<file path="src/pkg/pmx_pkg.sv">
/*
 * Shared constants of the port A/B/C pin function multiplexer: interface
 * configuration codes, serial mode codes, pin positions and reset values.
 * Assumes one core clock domain; the pins arrive unsynchronised.
 */
// How it works
// - port A bit 5 function from three selects
// - slave strobe in; external FIFO strobe out
// - port A bit 5 stays input after reset
// - bit A6: serial 0 sync data, else high
// - bit A7: serial 1 sync data, else high
// - port B bit n by select and configuration
// - timer 2 counts pin only when counter selected
// - trigger falling edge reloads timer 2 if enabled
// - serial 1 receive taken in every mode
// - serial 1 transmit: clock sync, data async
// - interrupt 4 on rising edge
// - interrupt 5 on falling edge
// - interrupt 6 on rising edge
// - overflow output high one cycle per overflow
// - port C bits 0/1 by two selects
// - serial 0 receive in; transmit clock or data
// - bit C2: interrupt 0, edge or level
package pmx_pkg;

    // interface configuration field codes
    localparam logic [1:0] IFC_PORTS = 2'h0;
    localparam logic [1:0] IFC_BUS   = 2'h1;
    localparam logic [1:0] IFC_WAVE  = 2'h2;
    localparam logic [1:0] IFC_SLAVE = 2'h3;

    // serial mode that runs the synchronous shift register
    localparam logic [1:0] SERIAL_MODE_SYNC = 2'h0;

    // layout of the synchroniser vector: A[7:5], B[7:0], C[2:0]
    localparam int SYNC_WIDTH = 14;
    localparam int SYNC_A_LSB = 0;
    localparam int SYNC_B_LSB = 3;
    localparam int SYNC_C_LSB = 11;

    // pin positions of the alternate functions
    localparam int PA_FIFO_STROBE = 5;
    localparam int PA_SER0_SYNC   = 6;
    localparam int PA_SER1_SYNC   = 7;
    localparam int PB_T2_CLOCK    = 0;
    localparam int PB_T2_RELOAD   = 1;
    localparam int PB_SER1_RX     = 2;
    localparam int PB_SER1_TX     = 3;
    localparam int PB_IRQ4        = 4;
    localparam int PB_IRQ5        = 5;
    localparam int PB_IRQ6        = 6;
    localparam int PB_T2_OVF      = 7;
    localparam int PC_SER0_RX     = 0;
    localparam int PC_SER0_TX     = 1;
    localparam int PC_IRQ0        = 2;

    // reset values: pins idle as inputs, filtered levels idle high
    localparam logic             PIN_OE_RESET  = 1'h0;
    localparam logic [SYNC_WIDTH-1:0] SYNC_RESET = 14'h3fff;

endpackage
</file>
<file path="src/core/pmx_pin_sync.sv">
/*
 * Three-stage pin synchroniser with agreement filter and edge pulses.
 * Assumes pins are asynchronous to clk; outputs are registered.
 */
`timescale 1ns/1ns
module pmx_pin_sync #(
    parameter int                WIDTH = 1,
    parameter logic [WIDTH-1:0]  INIT  = '1
) (
    input  wire logic             clk,
    input  wire logic             reset,
    input  wire logic [WIDTH-1:0] pinIn,
    output logic      [WIDTH-1:0] level,
    output logic      [WIDTH-1:0] rise,
    output logic      [WIDTH-1:0] fall
);

    typedef struct packed {
        logic [WIDTH-1:0] s1;
        logic [WIDTH-1:0] s2;
        logic [WIDTH-1:0] s3;
        logic [WIDTH-1:0] lvl;
        logic [WIDTH-1:0] rise;
        logic [WIDTH-1:0] fall;
    } pmx_sync_t;

    localparam pmx_sync_t RESET_ST = '{INIT, INIT, INIT, INIT, '0, '0};

    pmx_sync_t st;
    pmx_sync_t next_st;
    logic [WIDTH-1:0] agree;

    // a change counts only once stages two and three agree
    assign agree = ~(st.s2 ^ st.s3);

    // shift chain, filtered level and one-cycle edge pulses
    always_comb begin
        next_st      = st;
        next_st.s1   = pinIn;
        next_st.s2   = st.s1;
        next_st.s3   = st.s2;
        next_st.lvl  = (agree & st.s2) | (~agree & st.lvl);
        next_st.rise = next_st.lvl & ~st.lvl;
        next_st.fall = ~next_st.lvl & st.lvl;
    end

    always_ff @(posedge clk or posedge reset) begin
        if (reset) begin
            st <= RESET_ST;
        end else begin
            st <= next_st;
        end
    end

    assign level = st.lvl;
    assign rise  = st.rise;
    assign fall  = st.fall;

endmodule

</file>
<file path="src/core/pmx_port_abc_function_mux.sv">
/*
 * Pin function multiplexer for port A bits 7..5, port B and port C bits
 * 2..0. Every pin drive and every signal handed to the core is registered.
 * Assumes all select and peripheral inputs are on clk; pins are not.
 */
`timescale 1ns/1ns
module pmx_port_abc_function_mux (
    input  wire logic       clk,
    input  wire logic       reset,
    // pins, three signals each
    input  wire logic [7:5] portAPinIn,
    output logic      [7:5] portAPinOut,
    output logic      [7:5] portAPinOe,
    input  wire logic [7:0] portBPinIn,
    output logic      [7:0] portBPinOut,
    output logic      [7:0] portBPinOe,
    input  wire logic [2:0] portCPinIn,
    output logic      [2:0] portCPinOut,
    output logic      [2:0] portCPinOe,
    // function selects
    input  wire logic [7:5] portAAltSelect,
    input  wire logic       portAAltSelectSecond,
    input  wire logic [1:0] interfaceConfigField,
    input  wire logic [7:0] portBAltSelect,
    input  wire logic [2:0] portCAltSelect,
    input  wire logic [1:0] portCWaveSelect,
    // port registers and readback
    input  wire logic [7:5] portAOutReg,
    input  wire logic [7:5] portADirReg,
    input  wire logic [7:0] portBOutReg,
    input  wire logic [7:0] portBDirReg,
    input  wire logic [2:0] portCOutReg,
    input  wire logic [2:0] portCDirReg,
    output logic      [7:5] portAIn,
    output logic      [7:0] portBIn,
    output logic      [2:0] portCIn,
    // FIFO, waveform and data bus side
    input  wire logic       extFifoStrobeN,
    output logic            slaveFifoReadStrobe,
    output logic      [2:0] waveReadyIn,
    input  wire logic [7:0] coreDataOut,
    input  wire logic       coreDataOe,
    input  wire logic [7:0] waveADataOut,
    input  wire logic       waveADataOe,
    input  wire logic [7:0] aFifoDataOut,
    input  wire logic       aFifoDataOe,
    output logic      [7:0] portBBusIn,
    // serial ports
    input  wire logic [1:0] serial0Mode,
    input  wire logic       serial0SyncDataOut,
    input  wire logic       serial0ShiftClock,
    input  wire logic       serial0TxData,
    output logic            serial0ReceiveIn,
    input  wire logic [1:0] serial1Mode,
    input  wire logic       serial1SyncDataOut,
    input  wire logic       serial1ShiftClock,
    input  wire logic       serial1TxData,
    output logic            serial1ReceiveIn,
    // timer 2
    input  wire logic       timer2CounterSelect,
    input  wire logic       timer2ExtEnable,
    input  wire logic       timer2Overflow,
    output logic            timer2CountPulse,
    output logic            timer2ReloadPulse,
    // interrupts
    input  wire logic       irq0TypeBit,
    output logic            irq0Request,
    output logic            irq4Request,
    output logic            irq5Request,
    output logic            irq6Request
);

    // all registered state of the mux in one word
    typedef struct packed {
        logic [7:5] aOut;
        logic [7:5] aOe;
        logic [7:0] bOut;
        logic [7:0] bOe;
        logic [2:0] cOut;
        logic [2:0] cOe;
        logic       slaveRd;
        logic [2:0] ready;
        logic [7:0] busIn;
        logic       ser0Rx;
        logic       ser1Rx;
        logic       t2Count;
        logic       t2Reload;
        logic       irq0;
        logic       irq4;
        logic       irq5;
        logic       irq6;
    } pmx_state_t;

    pmx_state_t st;
    pmx_state_t next_st;

    logic [pmx_pkg::SYNC_WIDTH-1:0] syncLevel;
    logic [pmx_pkg::SYNC_WIDTH-1:0] syncRise;
    logic [pmx_pkg::SYNC_WIDTH-1:0] syncFall;
    logic [7:5] aLvl;
    logic [7:0] bLvl;
    logic [7:0] bRise;
    logic [7:0] bFall;
    logic [2:0] cLvl;
    logic [2:0] cFall;
    logic [7:0] bPeriph;
    logic       ser0Sync;
    logic       ser1Sync;

    // every pin passes the three-stage filter before anyone looks at it
    // keeps a metastable first stage away from the edge logic
    pmx_pin_sync #(
        .WIDTH (pmx_pkg::SYNC_WIDTH),
        .INIT  (pmx_pkg::SYNC_RESET)
    ) u_sync (
        .clk   (clk),
        .reset (reset),
        .pinIn ({portCPinIn, portBPinIn, portAPinIn}),
        .level (syncLevel),
        .rise  (syncRise),
        .fall  (syncFall)
    );

    // slices of the filtered pin vector per port
    assign aLvl  = syncLevel[pmx_pkg::SYNC_A_LSB +: 3];
    assign bLvl  = syncLevel[pmx_pkg::SYNC_B_LSB +: 8];
    assign bRise = syncRise[pmx_pkg::SYNC_B_LSB +: 8];
    assign bFall = syncFall[pmx_pkg::SYNC_B_LSB +: 8];
    assign cLvl  = syncLevel[pmx_pkg::SYNC_C_LSB +: 3];
    assign cFall = syncFall[pmx_pkg::SYNC_C_LSB +: 3];

    // port B core functions only while the bus is not claimed
    assign bPeriph = portBAltSelect
                   & {8{interfaceConfigField == pmx_pkg::IFC_PORTS}};
    // serial mode decode shared by the transmit and sync data paths
    assign ser0Sync = (serial0Mode == pmx_pkg::SERIAL_MODE_SYNC);
    assign ser1Sync = (serial1Mode == pmx_pkg::SERIAL_MODE_SYNC);

    // function selection for all pins, registered below
    always_comb begin
        next_st          = '0;
        next_st.ser0Rx   = 1'b1;
        next_st.ser1Rx   = 1'b1;
        // port function by default: port registers drive the pin
        next_st.aOut     = portAOutReg;
        next_st.aOe      = portADirReg;
        next_st.cOut     = portCOutReg;
        next_st.cOe      = portCDirReg;

        // second select with field 0 or 1 falls back to the port function;
        // the strobe idles as an input out of reset, so the board pull
        // keeps it inactive until a function is chosen
        // port A bit 5: strobe out, ready in, slave strobe in
        if (portAAltSelect[pmx_pkg::PA_FIFO_STROBE]) begin
            if (!portAAltSelectSecond) begin
                next_st.aOut[pmx_pkg::PA_FIFO_STROBE] = extFifoStrobeN;
                next_st.aOe[pmx_pkg::PA_FIFO_STROBE]  = 1'b1;
            end else if (interfaceConfigField == pmx_pkg::IFC_WAVE) begin
                next_st.aOe[pmx_pkg::PA_FIFO_STROBE] = 1'b0;
                next_st.ready[2] = aLvl[pmx_pkg::PA_FIFO_STROBE];
            end else if (interfaceConfigField == pmx_pkg::IFC_SLAVE) begin
                next_st.aOe[pmx_pkg::PA_FIFO_STROBE] = 1'b0;
                next_st.slaveRd = aLvl[pmx_pkg::PA_FIFO_STROBE];
            end
        end

        // outside the synchronous mode the line parks at its idle level
        // port A bits 6 and 7: serial sync data, idle high otherwise
        if (portAAltSelect[pmx_pkg::PA_SER0_SYNC]) begin
            next_st.aOut[pmx_pkg::PA_SER0_SYNC] =
                ser0Sync ? serial0SyncDataOut : 1'b1;
            next_st.aOe[pmx_pkg::PA_SER0_SYNC] = 1'b1;
        end
        if (portAAltSelect[pmx_pkg::PA_SER1_SYNC]) begin
            next_st.aOut[pmx_pkg::PA_SER1_SYNC] =
                ser1Sync ? serial1SyncDataOut : 1'b1;
            next_st.aOe[pmx_pkg::PA_SER1_SYNC] = 1'b1;
        end

        // a claimed bus hands all eight pins to one owner and turns
        // the port B alternate functions off
        // port B data bus owner chosen by the configuration field
        case (interfaceConfigField)
            pmx_pkg::IFC_BUS: begin
                next_st.bOut = coreDataOut;
                next_st.bOe  = {8{coreDataOe}};
            end
            pmx_pkg::IFC_WAVE: begin
                next_st.bOut = waveADataOut;
                next_st.bOe  = {8{waveADataOe}};
            end
            pmx_pkg::IFC_SLAVE: begin
                next_st.bOut = aFifoDataOut;
                next_st.bOe  = {8{aFifoDataOe}};
            end
            default: begin
                next_st.bOut = portBOutReg;
                next_st.bOe  = portBDirReg & ~bPeriph;
            end
        endcase
        if (interfaceConfigField != pmx_pkg::IFC_PORTS) begin
            next_st.busIn = bLvl;
        end

        // port B core peripheral outputs
        if (bPeriph[pmx_pkg::PB_SER1_TX]) begin
            next_st.bOut[pmx_pkg::PB_SER1_TX] =
                ser1Sync ? serial1ShiftClock : serial1TxData;
            next_st.bOe[pmx_pkg::PB_SER1_TX] = 1'b1;
        end
        if (bPeriph[pmx_pkg::PB_T2_OVF]) begin
            next_st.bOut[pmx_pkg::PB_T2_OVF] = timer2Overflow;
            next_st.bOe[pmx_pkg::PB_T2_OVF]  = 1'b1;
        end

        // counter and reload use falling edges only, so a level held
        // on either pin gives no further pulses
        // port B core peripheral inputs
        next_st.t2Count  = bPeriph[pmx_pkg::PB_T2_CLOCK]
                         & timer2CounterSelect
                         & bFall[pmx_pkg::PB_T2_CLOCK];
        next_st.t2Reload = bPeriph[pmx_pkg::PB_T2_RELOAD]
                         & timer2ExtEnable
                         & bFall[pmx_pkg::PB_T2_RELOAD];
        if (bPeriph[pmx_pkg::PB_SER1_RX]) begin
            next_st.ser1Rx = bLvl[pmx_pkg::PB_SER1_RX];
        end
        next_st.irq4 = bPeriph[pmx_pkg::PB_IRQ4]
                     & bRise[pmx_pkg::PB_IRQ4];
        next_st.irq5 = bPeriph[pmx_pkg::PB_IRQ5]
                     & bFall[pmx_pkg::PB_IRQ5];
        next_st.irq6 = bPeriph[pmx_pkg::PB_IRQ6]
                     & bRise[pmx_pkg::PB_IRQ6];

        // port C bit 0: ready input wins over serial 0 receive
        if (portCWaveSelect[pmx_pkg::PC_SER0_RX]) begin
            next_st.cOe[pmx_pkg::PC_SER0_RX] = 1'b0;
            next_st.ready[0] = cLvl[pmx_pkg::PC_SER0_RX];
        end else if (portCAltSelect[pmx_pkg::PC_SER0_RX]) begin
            next_st.cOe[pmx_pkg::PC_SER0_RX] = 1'b0;
            next_st.ser0Rx = cLvl[pmx_pkg::PC_SER0_RX];
        end

        // port C bit 1: ready input wins over serial 0 transmit
        if (portCWaveSelect[pmx_pkg::PC_SER0_TX]) begin
            next_st.cOe[pmx_pkg::PC_SER0_TX] = 1'b0;
            next_st.ready[1] = cLvl[pmx_pkg::PC_SER0_TX];
        end else if (portCAltSelect[pmx_pkg::PC_SER0_TX]) begin
            next_st.cOut[pmx_pkg::PC_SER0_TX] =
                ser0Sync ? serial0ShiftClock : serial0TxData;
            next_st.cOe[pmx_pkg::PC_SER0_TX] = 1'b1;
        end

        // level mode keeps requesting for as long as the pin stays low
        // port C bit 2: interrupt 0, falling edge or low level
        if (portCAltSelect[pmx_pkg::PC_IRQ0]) begin
            next_st.cOe[pmx_pkg::PC_IRQ0] = 1'b0;
            next_st.irq0 = irq0TypeBit ? cFall[pmx_pkg::PC_IRQ0]
                                       : ~cLvl[pmx_pkg::PC_IRQ0];
        end
    end

    // reset leaves every pin an input, so nothing drives a line
    // before a function has been chosen
    // one register stage: selects reach the pins at the next edge
    always_ff @(posedge clk or posedge reset) begin
        if (reset) begin
            st      <= '0;
            st.aOe  <= {3{pmx_pkg::PIN_OE_RESET}};
            st.bOe  <= {8{pmx_pkg::PIN_OE_RESET}};
            st.cOe  <= {3{pmx_pkg::PIN_OE_RESET}};
        end else begin
            st <= next_st;
        end
    end

    // outputs straight from the state flip-flops
    assign portAPinOut         = st.aOut;
    assign portAPinOe          = st.aOe;
    assign portBPinOut         = st.bOut;
    assign portBPinOe          = st.bOe;
    assign portCPinOut         = st.cOut;
    assign portCPinOe          = st.cOe;
    assign slaveFifoReadStrobe = st.slaveRd;
    assign waveReadyIn         = st.ready;
    assign portBBusIn          = st.busIn;
    assign serial0ReceiveIn    = st.ser0Rx;
    assign serial1ReceiveIn    = st.ser1Rx;
    assign timer2CountPulse    = st.t2Count;
    assign timer2ReloadPulse   = st.t2Reload;
    assign irq0Request         = st.irq0;
    assign irq4Request         = st.irq4;
    assign irq5Request         = st.irq5;
    assign irq6Request         = st.irq6;

    // readback skips the output stage, so it shows the pin itself
    // even while another function owns it
    // port readback is the filtered pin level in every function
    assign portAIn = aLvl;
    assign portBIn = bLvl;
    assign portCIn = cLvl;

endmodule

</file>
<file path="config.mk">
export PLATFORM = sky130hd
export DESIGN_NAME = pmx_port_abc_function_mux
export DESIGN_NICKNAME = d
export VERILOG_FILES = /design/src/pkg/pmx_pkg.sv /design/src/core/pmx_pin_sync.sv /design/src/core/pmx_port_abc_function_mux.sv
export SDC_FILE = /design/constraint.sdc
export NUM_CORES = 1
export LEC_CHECK = 0
export BUFFER_PORTS_ARGS = -buffer_cell sky130_fd_sc_hd__buf_2
export CAP_MARGIN = 20
export CORE_ASPECT_RATIO = 0.7
export CORE_MARGIN = 4
export CORE_UTILIZATION = 52
export CTS_BUF_LIST = sky130_fd_sc_hd__clkbuf_4
export CTS_CLUSTER_DIAMETER = 120
export CTS_CLUSTER_SIZE = 12
export DETAILED_ROUTE_END_ITERATION = 16
export PLACE_DENSITY = 0.87
export SYNTH_ARGS = -nofsm -noshare
export SYNTH_HDL_FRONTEND = slang
export SYNTH_SLANG_ARGS = --single-unit
</file>
<file path="constraint.sdc">
create_clock -name clk -period 5.6 [get_ports clk]
set_input_delay 1.12 -clock clk [delete_from_list [all_inputs] [get_ports clk]]
set_output_delay 1.12 -clock clk [all_outputs]
set_load 0.005 [all_outputs]
</file>
## Word-level counts from Yosys, hierarchy flattened

Cells that the tools add are included.

| cells by class | value |
|---|---|
| add/sub/neg operators | 0 |
| $mul | 0 |
| divide/modulo/power cells | 0 |
| magnitude comparators | 0 |
| equality and inequality tests | 3 |
| shifts and indexed selects | 0 |
| multiplexer cells | 39 |
| bitwise operators | 21 |
| reductions and logical operators | 4 |

Operators by type and width:

| operator | number |
|---|---|
| 16-bit case mux with 3 select lines | 1 |
| 14-bit bitwise AND | 3 |
| 14-bit NOT | 3 |
| 1-bit two-way mux | 35 |
| 8-bit bitwise AND | 2 |
| 14-bit OR | 1 |
| 14-bit bitwise XOR | 1 |
| 10-bit bitwise AND | 1 |
| 10-bit NOT | 1 |
| 8-bit two-way mux | 1 |
| 8-bit NOT | 1 |
| 1-bit bitwise AND | 7 |
| 2-bit logical NOT | 3 |
| 2-bit equality test, second input constant | 2 |
| 2-bit two-way mux | 2 |
| 2-bit by 1-bit equality test with 1-bit output, second input constant | 1 |
| 2-bit nonzero test | 1 |
| 1-bit NOT | 1 |

| storage, ports and cells | value |
|---|---|
| bits in registers | 128 |
| latch bits | 0 |
| RAM bits | 0 |
| bits in read-only memories | 0 |
| bits of input ports | 105 |
| output and inout port bits | 62 |
| logic and storage cells | 90 |
| memories kept | 0 |

## Longest topological paths before layout

| depth | value |
|---|---|
| depth after elaboration | 7 |
| depth in mapped cells | 5 |
| mapped depth without buffers | 3 |

## Cells and area by module

A second synthesis with hierarchy kept.

| second synthesis, totals | value |
|---|---|
| cells, all modules | 306 |
| area total of the unflattened synthesis | 4,737.0 µm² |

By module, submodules not included:

| module | instances | cells an instance | area each (µm²) | sequential area each (µm²) |
|---|---|---|---|---|
| pmx_pin_sync | 1 | 169 | 2,894.0 | 2,172.1 |
| pmx_port_abc_function_mux | 1 | 137 | 1,843.0 | 1,201.2 |

## Least setup slack after synthesis

No wires, ideal clock.

| path | value |
|---|---|
| kind | input to register |
| start | in portBAltSelect[7] |
| end | reg st, in the netlist portBPinOut[7] |
| library setup time | 0.139 ns |
| data arrival time | 1.850 ns |
| path slack | 3.611 ns |
| stages | 2 |
| cells stage by stage | mux2_2 mux4_2 |

RTL lines:

| element | line | source |
|---|---|---|
| start: declaration | pmx_port_abc_function_mux.sv:24 | `input wire logic [7:0] portBAltSelect,` |
| end signal: assignment | pmx_port_abc_function_mux.sv:273 | `st <= next_st;` |
| end: declaration | pmx_port_abc_function_mux.sv:94 | `pmx_state_t st;` |

## Final worst setup path

| path | value |
|---|---|
| start | reg u_sync.st, in the netlist u_sync.level[4] |
| end | out portBIn[1] |

RTL lines:

| element | line | source |
|---|---|---|
| start: declaration | pmx_pin_sync.sv:29 | `pmx_sync_t st;` |
| start signal: assignment | pmx_pin_sync.sv:51 | `st <= next_st;` |
| end: declaration | pmx_port_abc_function_mux.sv:35 | `output logic [7:0] portBIn,` |

No word-level cell between the ends.

==> impl_results.md <==
* Synth Warn # at 0
* Unrepaired setup endpoints after global routing: false
* CP Data Arrival Time at 1.13 ns
* DRT Pass-1 Iters at 4
* Final Cycle Share at 40.1%
* # diodes at 0
* Ys flop type: dfstp_2
* Worst hold start: u_sync.next_st[64]
* Count of different cell masters after synthesis at 28
* Worst Hold Class: reg -> reg
* Fin nets at 500
* Kind of critical path: reg -> out
* R2R Path End: waveReadyIn[2]
* Chip Width at 110 um
* Die Ht at 79.1 um
* Switching pwr at 0.330 mW
* Comb pwr share at 10.8%
* Core Area at 0.00688 mm2
* Tmin final at 2.25 ns
* Static Leak at 2.29 nW
* Slowest cell on the critical path: dfstp_2
* Final Power at 1.38 mW
* Critical path buffers and inverters at 1
* Max-slew violation count at 0
* ANT nets after route at 0
* Total grt overflow at 0
* P_int at 1.05 mW
* Root buf cell: clkbuf_4
* Maximum clock frequency at 445 MHz
* Wire per inst at 15.4 um
* PwrDens at 292 mW/mm2
* Layout cells sized above 1 at 63.2%
* Sequential area share after synthesis at 75.2%
* Yosys top cell area share at 39.2%
* HPWL after DPL at 5.96 mm
* First-pass GRT wire length at 12.1 mm
* Outcome: finished clean
* Area leader, netlist: dfstp_2
* Number of flops mapped to enable cells by yosys at 0
* Synth Instances at 235
* VDD IR max at 0.209 mV
* Synthesized area per cell at 16.0 um2
* WL met3 at 681 um
* CTS sink cnt at 110
* Ys async rst share at 100%
* Most common cell in the netlist: dfstp_2
* Post-CTS Setup Inserts at 0
* Clk_skew at 0.0119 ns
* Max_slew headroom at 52.9%
* Via count at 2,399
* Antenna violations before repair at 0
* Highest Signal Layer: met4
* Initial DRC count at 72
* Final design utilization at 68.5%
* DRC violations left at 0
* Hold path cells at 0
* Post-synth top cells: dfstp_2 (56), dfrtp_1 (54), nand2_1 (17), buf_4 (15), maj3_1 (14)
* Crit path launch type: flip-flop
* Worst reg-to-reg setup slack at 4.71 ns
* # hold bufs at CTS at 0
* Worst path max stage delay at 0.59 ns
* Crit Path Max Fanout at 4
* Largest net degree at the start of global routing at 63
* Worst-Margin Slew at 0.704 ns
* Clk_lat worst skew at 0.42 ns
* Number of setup violations in the final report at 0
* #FFs+latches synth at 110
* Vias in the first global route at 2,453
* Switch share at 24.0%
* Worst-path cell chain: buf_2
* Fillers at 517
* WL met1 at 2.80 mm
* Clock share of power at 24.5%
* Post-CTS Resized at 0
* Drt via density at 4.86
* Synthesized area at 0.00375 mm2
* Htree depth at 3
* Top-level I/O count at 167
* IO Port Bufs at 166
* Fin. Hold Viols at 0
* Rows at 25
* Final GP Congestion at 0.858
* Clock Path Buffers at 2
* Clk slew on worst S/H paths at 0.15 ns
* Worst setup EP type: output port
* Synth area leaders: dfstp_2 (39%), dfrtp_1 (36%), mux4_2 (4.2%)
* Layout area overhead at 25.5%
* Max Cap Viol at 0
* GRT Overall Usage at 18.5%
* Hold Path End: u_sync.next_st[50]
* CTS tree: done
* Post-Syn Nets at 340
* Cts bufs inserted at 9
* Required time of the worst setup path at 4.48 ns
* DR WL met2 at 4.00 mm
* Initial core utilization at 54.6%
* Setup TNS at 0 ns
* Die footprint at 0.00867 mm2
* Worst R2R Path Depth at 2
* Drt total wl at 7.61 mm
* Reg power frac at 64.7%
* CP delay by family, top: flip-flops
## cell families after synthesis
| family | count (synthesis) | share of synthesized area, % |
|---|---|---|
| flops | 110 | 75.2 |
| fa+ha+maj | 14 | 3.73 |
| compound gates | 10 | 1.70 |
| mux | 13 | 5.90 |
| buf+inv | 22 | 3.80 |
| simple gates | 66 | 9.70 |
## power by group through the flow
stage | Combinational (mW) | Sequential (mW) | Clock (mW)
finish | 0.149 | 0.890 | 0.337
global placement | 0.146 | 0.902 | 0
global route | 0.166 | 0.898 | 0.394
CTS | 0.152 | 0.891 | 0.356
floorplan | 0.0728 | 0.903 | 0
detailed placement | 0.151 | 0.905 | 0
## layer usage
metal  global-route usage [%]  vias to the layer above
li1                         -                     1103
met5                        0                        -
met1                     22.2                     1182
met4                     6.48                        0
met3                     6.74                       12
met2                     30.9                      102
## sequential cells by signal, summed over array words and instances (netlist names), 4 cells and up, named ones only
register	flops
u_sync.fall	4
portBBusIn	8
u_sync.next_st	28
portBPinOe	8
u_sync.level	6
portBPinOut	8
u_sync.st	14
## how the worst max path moves through the flow
stage               cells after the start                end                    start  slack, ns
global placement                        4   timer2CountPulse  interfaceConfigField[0]       3.20
global route                            1         portBIn[0]          u_sync.level[3]       3.24
finish                                  1         portBIn[1]          u_sync.level[4]       3.35
CTS                                     1         portBIn[1]          u_sync.level[4]       3.31
detailed placement                      4  timer2ReloadPulse  interfaceConfigField[0]       3.12
floorplan                               1        irq0Request                    reset       1.67
## stage by stage
| stage | setup WS [ns] | area [um2] | std cells | hold WS (ns) |
|---|---|---|---|---|
| final | 3.35 | 4710 | 494 | 0.354 |
| after detailed placement | 3.12 | 4590 | 478 | 0.347 |
| after global placement | 3.20 | 4590 | 478 | 0.345 |
| after CTS | 3.31 | 4710 | 494 | 0.354 |
| after global routing | 3.24 | 4710 | 494 | 0.345 |
| after floorplan | 1.67 | 3750 | 235 | 0.345 |
## cell usage in the layout, fill, tap and decap left out
master | Yosys | final
buf_2 | 3 | 166
dfstp_2 | 56 | 56
dfrtp_1 | 54 | 54
nand2_1 | 17 | 17
maj3_1 | 14 | 14
nor2_1 | 11 | 11
clkbuf_4 | 0 | 10
nor2b_1 | 9 | 9
mux4_2 | 7 | 7
nand3b_1 | 7 | 7
nor3b_1 | 6 | 6
o21ai_0 | 5 | 5
mux2i_1 | 3 | 3
mux2_2 | 3 | 3
and3_1 | 3 | 3
and2_1 | 3 | 3
clkinv_4 | 0 | 3
inv_1 | 3 | 2
and4_1 | 2 | 2
nand2b_1 | 2 | 2
nor3_1 | 2 | 2
a21oi_1 | 2 | 2
or2_2 | 2 | 2
buf_4 | 15 | 2
nand4_1 | 1 | 1
or3b_1 | 1 | 1
a211o_1 | 1 | 1
a211oi_1 | 1 | 1
a22oi_2 | 1 | 1
inv_4 | 0 | 1
clkinv_1 | 0 | 1
inv_6 | 0 | 1
clkinvlp_4 | 0 | 1
## layout make-up
class / instances / area (um2) / area share (%)
Clock buffer: 10 / 75.1 / 1.59
Clock inverter: 6 / 46.3 / 0.983
Inverter: 3 / 13.8 / 0.292
Multi-Input combinational cell: 103 / 790 / 16.8
Sequential cell: 110 / 2820 / 59.9
Tap cell: 94 / 118 / 2.50
Timing Repair Buffer: 168 / 846 / 18.0
(Power assumes the default switching activity.)
